`src/hdl/ici_pkg.sv`:
```
package ici_pkg;
  localparam int unsigned PORT_W = 8;
  localparam int unsigned PIN_W = 16;
  localparam logic [7:0] PTR_INPUT0 = 8'h00;
  localparam logic [7:0] PTR_INPUT1 = 8'h01;
  localparam logic [7:0] INREG_RST = 8'h00;
  localparam logic [7:0] SYNC_RST = 8'h00;
  localparam logic INT_DRIVE_LEVEL = 1'b0;
  localparam int unsigned SYNC_STAGES = 2;
endpackage

```
`src/hdl/ici_port.sv`:
```
module ici_port
  import ici_pkg::*;
(
  input  wire logic              clk,
  input  wire logic              rstn,
  input  wire logic [PORT_W-1:0] pin_level,
  input  wire logic [PORT_W-1:0] dir_cfg,
  input  wire logic              capture,
  output logic      [PORT_W-1:0] pin_sync,
  output logic      [PORT_W-1:0] in_reg,
  output logic                   mismatch
);
  logic [PORT_W-1:0] meta_reg;
  logic [PORT_W-1:0] sync_reg;
  logic [PORT_W-1:0] in_hold_reg;
  logic [PORT_W-1:0] in_next;
  logic [PORT_W-1:0] diff;

  // first stage is read only by the second stage
  always_ff @(posedge clk or negedge rstn) begin
    if (!rstn) begin
      meta_reg <= SYNC_RST;
      sync_reg <= SYNC_RST;
    end else begin
      meta_reg <= pin_level; // RULE11
      sync_reg <= meta_reg;
    end
  end

  // captured regardless of direction; there is no write path
  assign in_next = capture ? sync_reg : in_hold_reg; // RULE8

  always_ff @(posedge clk or negedge rstn) begin
    if (!rstn) begin
      in_hold_reg <= INREG_RST;
    end else begin
      in_hold_reg <= in_next; // RULE3
    end
  end

  // a level compare, not an edge: returning to the old level clears it
  assign diff = sync_reg ^ in_hold_reg; // RULE1 RULE2
  // only bits whose direction bit is one take part
  assign mismatch = |(diff & dir_cfg); // RULE4 RULE6 RULE7

  assign pin_sync = sync_reg;
  assign in_reg = in_hold_reg;
endmodule

```
`src/hdl/ici_top.sv`:
```
// How it works
// RULE1 - the interrupt goes active when an input pin differs from its captured input register bit.
// RULE2 - the interrupt goes away by itself once the pin returns to its captured level.
// RULE3 - reading a port's input register recaptures its pins and so clears that port's cause.
// RULE4 - pins whose direction bit selects output never take part in the interrupt condition.
// RULE5 - each 8-bit port keeps its own cause, and a read of one port leaves the other untouched.
// RULE6 - turning a pin from output to input raises the interrupt if its level differs from the register.
// RULE7 - a direction bit of one makes the pin an input, a zero makes it an output.
// RULE8 - the input registers capture pin levels whatever the direction and cannot be written.
// RULE9 - pointer value 0 selects port 0's input register and value 1 selects port 1's.
// RULE10 - the capture of a read happens on the strobe marking the acknowledge clock falling edge.
// RULE11 - pins are synchronised before the compare and the line is pulled low while any cause stands.
module ici_top
  import ici_pkg::*;
(
  input  wire logic             CLK,
  input  wire logic             RESETN,
  input  wire logic [PIN_W-1:0] PIN_LEVEL,
  input  wire logic [PIN_W-1:0] DIR_CFG,
  input  wire logic [7:0]       READ_PTR,
  input  wire logic             READ_CAPTURE,
  output logic      [7:0]       INPUT_PORT0,
  output logic      [7:0]       INPUT_PORT1,
  output logic                  INT_O,
  output logic                  INT_OE
);
  logic             rst_meta_reg;
  logic             rst_sync_reg;
  logic             rstn;
  logic             primed_reg;
  logic [SYNC_STAGES-1:0] warm_reg;
  logic             int_oe_reg;
  logic             int_oe_next;
  logic             int_o_reg;
  logic             sel_port0;
  logic             sel_port1;
  logic             cap0;
  logic             cap1;
  logic             mism0;
  logic             mism1;
  logic [7:0]       sync0;
  logic [7:0]       sync1;
  logic [7:0]       reg0;
  logic [7:0]       reg1;
  logic [7:0]       dir0;
  logic [7:0]       dir1;

  always_ff @(posedge CLK or negedge RESETN) begin
    if (!RESETN) begin
      rst_meta_reg <= 1'b0;
      rst_sync_reg <= 1'b0;
    end else begin
      rst_meta_reg <= 1'b1;
      rst_sync_reg <= rst_meta_reg;
    end
  end

  assign rstn = rst_sync_reg;

  // input register default follows the pins, so load on every edge after release until primed
  // pins need two edges to reach the synchroniser output, so priming waits three edges, one past that
  always_ff @(posedge CLK or negedge rstn) begin
    if (!rstn) begin
      warm_reg   <= '0;
      primed_reg <= 1'b0;
    end else begin
      warm_reg   <= {warm_reg[SYNC_STAGES-2:0], 1'b1};
      primed_reg <= warm_reg[SYNC_STAGES-1];
    end
  end

  assign dir0 = DIR_CFG[7:0];
  assign dir1 = DIR_CFG[15:8];
  assign sel_port0 = (READ_PTR == PTR_INPUT0); // RULE9
  assign sel_port1 = (READ_PTR == PTR_INPUT1); // RULE9
  // the strobe is one cycle wide; reads of other registers never recapture
  assign cap0 = !primed_reg || (READ_CAPTURE && sel_port0); // RULE10 RULE5
  assign cap1 = !primed_reg || (READ_CAPTURE && sel_port1); // RULE10 RULE5

  ici_port u_port0 (
    .clk       (CLK),
    .rstn      (rstn),
    .pin_level (PIN_LEVEL[7:0]),
    .dir_cfg   (dir0),
    .capture   (cap0),
    .pin_sync  (sync0),
    .in_reg    (reg0),
    .mismatch  (mism0)
  );

  ici_port u_port1 (
    .clk       (CLK),
    .rstn      (rstn),
    .pin_level (PIN_LEVEL[15:8]),
    .dir_cfg   (dir1),
    .capture   (cap1),
    .pin_sync  (sync1),
    .in_reg    (reg1),
    .mismatch  (mism1)
  );

  // gated by primed so the unknown power-up pins cannot fire a false interrupt
  assign int_oe_next = primed_reg && (mism0 || mism1); // RULE11 RULE5

  always_ff @(posedge CLK or negedge rstn) begin
    if (!rstn) begin
      int_oe_reg <= 1'b0;
      int_o_reg <= INT_DRIVE_LEVEL;
    end else begin
      int_oe_reg <= int_oe_next; // RULE1 RULE2
      int_o_reg <= INT_DRIVE_LEVEL;
    end
  end

  assign INPUT_PORT0 = reg0;
  assign INPUT_PORT1 = reg1;
  assign INT_O = int_o_reg;
  assign INT_OE = int_oe_reg;
endmodule

```
`config.mk`:
```
export PLATFORM = sky130hd
export DESIGN_NAME = ici_top
export DESIGN_NICKNAME = d
export VERILOG_FILES = /design/src/hdl/ici_pkg.sv /design/src/hdl/ici_port.sv /design/src/hdl/ici_top.sv
export SDC_FILE = /design/constraint.sdc
export NUM_CORES = 1
export LEC_CHECK = 0
export CAP_MARGIN = 20
export CORE_UTILIZATION = 50
export DETAILED_ROUTE_END_ITERATION = 6
export DONT_BUFFER_PORTS = 1
export GPL_TIMING_DRIVEN = 0
export HOLD_SLACK_MARGIN = 0.05
export PLACE_DENSITY = 0.71
export SYNTH_ARGS = -nofsm -noshare
export SYNTH_HDL_FRONTEND = slang
export SYNTH_HIERARCHICAL = 1
export SYNTH_SLANG_ARGS = --single-unit
```
`constraint.sdc`:
```
create_clock -name CLK -period 3.1 [get_ports CLK]
set_input_delay 0.155 -clock CLK [delete_from_list [all_inputs] [get_ports CLK]]
set_output_delay 0.155 -clock CLK [all_outputs]
set_load 0.01 [all_outputs]
```
==> impl_results.md <==
* WL final at roughly 2700 um
* CTS Buf Count at 5
* Clk sink count at 54
* Static leakage power at just over 0.9 nW
* Chip width at 62.4 um
* Grt ovf at 0
* WL/cell at 14.9 um
* Row count at 21
* DIE AREA at 3900 um2
* Clock Skews at 0.00547 ns
* Core ar. at 3420 um2
* Htree depth at 2
* RSZ-0062 raised after global routing: false
* Die height at 62.4 um
* First-pass GRT wire length at 4730 um
* Req. time, crit path at 3.36 ns
* Critical path type: flip-flop to flip-flop
* DRC viols at 0
* Depth of the most critical reg-to-reg path at 4
* RD Place Congestion at 0.670
* Initial antenna violation count at 0
* Via count at 901
* Arrival time worst endpoint at 1.56 ns
* Longest Clk Path Bufs at 2
* Mapped Area at 1830 um2
* # IOs at 61
* Ys Warns at 6
* Max Cap Viol at 0
* Worst slew margin at 64.8%
* Layout filler cell count at between 200 and 300
* Worst vdd ir at 0.000382 V
* Maximum operating frequency at 0.767 GHz
* Hold Crit Depth at 3
* Post-CTS sizing at 0
* Setup bufs post-CTS at 0
* Final setup TNS at 0 ns
* DR iter-0 viols at 23
* DR pass1 iterations at 3
* Diodes inserted at 0
* Clock Latency Late Sink at 0.35 ns
* Syn avg cell area at 17.1 um2
* Final hold vios at 0
* Number of global-route vias before repair at 1054
* CTS Root Cell: clkbuf_4
* Final setup viols at 0
* Worst min path class: primary input to flip-flop
* Sequential fraction of the synthesis area at 74.0%
* HPWL Detailed at 1820 um
* Starting Density at 53.4%
* Vias per inst at 5.01
* PwrDens at between 500 and 600 nW/um2
* Nets at approximately 180
* Status: complete, no violations
* Final Max Slew Viols at 0
* Fin util at a little over three fifths
* Clk pin slew, worst setup/hold paths at 0.12 ns
* Largest net degree at the start of global routing at 29
* Share of layout cells above drive strength 1 at 19.4%
* Fin crit share at between 40% and 50%
* Area Growth Syn to Fin at 16.9%
* Gr usage total at 17.0%
* Worst Setup Slack, final at roughly 1.8 ns
* Post-synth cell types at 13
* CP endpoint kind: flip-flop
* TritonCTS clock tree: done
* Worst-path maximum fanout at 3
* Placement Setup Slack at 1.44 ns
* Port Buffers at 0
* Most frequent cells in the layout: dfrtp_1 (53), dlygate4sd3_1 (18), xor2_1 (16), mux2_2 (16), a22oi_1 (8)
* Number of nets with antenna violations after routing at 0
* Worst Max-Slew Pin Slew at around 0.53 ns
* Most common cell after layout, fill and taps aside: dfrtp_1
* Synthesized flop and latch total at 54
* CP Launch Type: flip-flop
* Cells after Synth at about 110
* Min cycle time layout at 1.30 ns
==> through the flow <==
stage | cells | total power [mW] | cell area, um2 | hold WS, ns
finish | 180 | 1.16 | 2130 | 0.0631
global route | 180 | 1.23 | 2130 | 0.0519
CTS | 180 | 1.18 | 2130 | 0.0586
detailed placement | 155 | 0.898 | 1910 | -0.141
global placement | 154 | 0.887 | 1890 | -0.141
floorplan | 108 | 0.871 | 1830 | -0.141
==> worst max-delay path: stages (launching register included) <==
cell	delay, ns
dfrtp_1	0.45
xor2_1	0.18
a22oi_1	0.24
nand4_1	0.14
o21a_1	0.20
==> final cells by class <==
type	instances	area, um2	share of cell area [%]
sequential	54	1350	63.4
tap	46	57.6	2.70
timing repair buffer	19	200	9.38
multi-input combinational	50	444	20.8
inverter	1	3.75	0.176
clock buffer	7	45.0	2.11
buffer	3	30.0	1.41
==> synthesized netlist by cell type <==
| master | instances | area, um2 |
|---|---|---|
| nand4_1 | 2 | 12.5 |
| or4b_1 | 1 | 10.0 |
| a22oi_1 | 8 | 60.1 |
| or4_1 | 1 | 7.51 |
| conb_1 | 2 | 7.51 |
| buf_6 | 2 | 22.5 |
| o31ai_1 | 2 | 15.0 |
| mux2_2 | 16 | 180 |
| o21a_1 | 1 | 7.51 |
| dfrtp_1 | 54 | 1350 |
| buf_4 | 1 | 7.51 |
| inv_1 | 1 | 3.75 |
| xor2_1 | 16 | 140 |
==> timing repair <==
| item | 4_1_cts | 5_1_grt |
|---|---|---|
| hold buffers | 18 | 0 |
| hold endpoints to repair | 18 | 0 |
| endpoints found under the setup margin | 0 | 0 |
==> power by group <==
group          leakage, nW  internal (mW)  switching (mW)
registers            0.628          0.750          0.0498
logic                0.278         0.0615          0.0372
clock network       0.0254         0.0859           0.180
total                0.932          0.897           0.267
==> cell families (layout without fill, tap and decap cells) <==
group           count (synthesis)  after routing  share of synthesized area [%]
other cells                     2              3                          0.411
xor+xnor                       16             16                           7.68
simple gates                    4              4                           1.65
buf+inv                         4             30                           1.85
compound gates                 11             11                           4.52
mux                            16             16                           9.87
flops                          54             54                           74.0
==> layer usage <==
metal  track usage [%]  wire length [um]  vias to the layer above
met1              18.9               966                      441
met3              5.29               152                        7
li1                  -                 -                      416
met4              11.6                70                        0
met5                 0                 0                        -
met2              27.9              1490                       37
==> path summary, 6_finish.rpt <==
check	start	end	slack (ns)
setup / recovery	u_port1/in_reg[7]	INT_OE	1.80
hold / removal	DIR_CFG[3]	INT_OE	0.06
setup reg to reg	u_port1/in_reg[7]	INT_OE	1.80
hold reg to reg	rst_sync_reg	u_port0/pin_sync[1]	0.26
max in group asynchronous	rst_sync_reg	u_port1/meta_reg[1]	2.32
min in group asynchronous	rst_sync_reg	u_port0/pin_sync[1]	0.26
(Power assumes the default switching activity.)
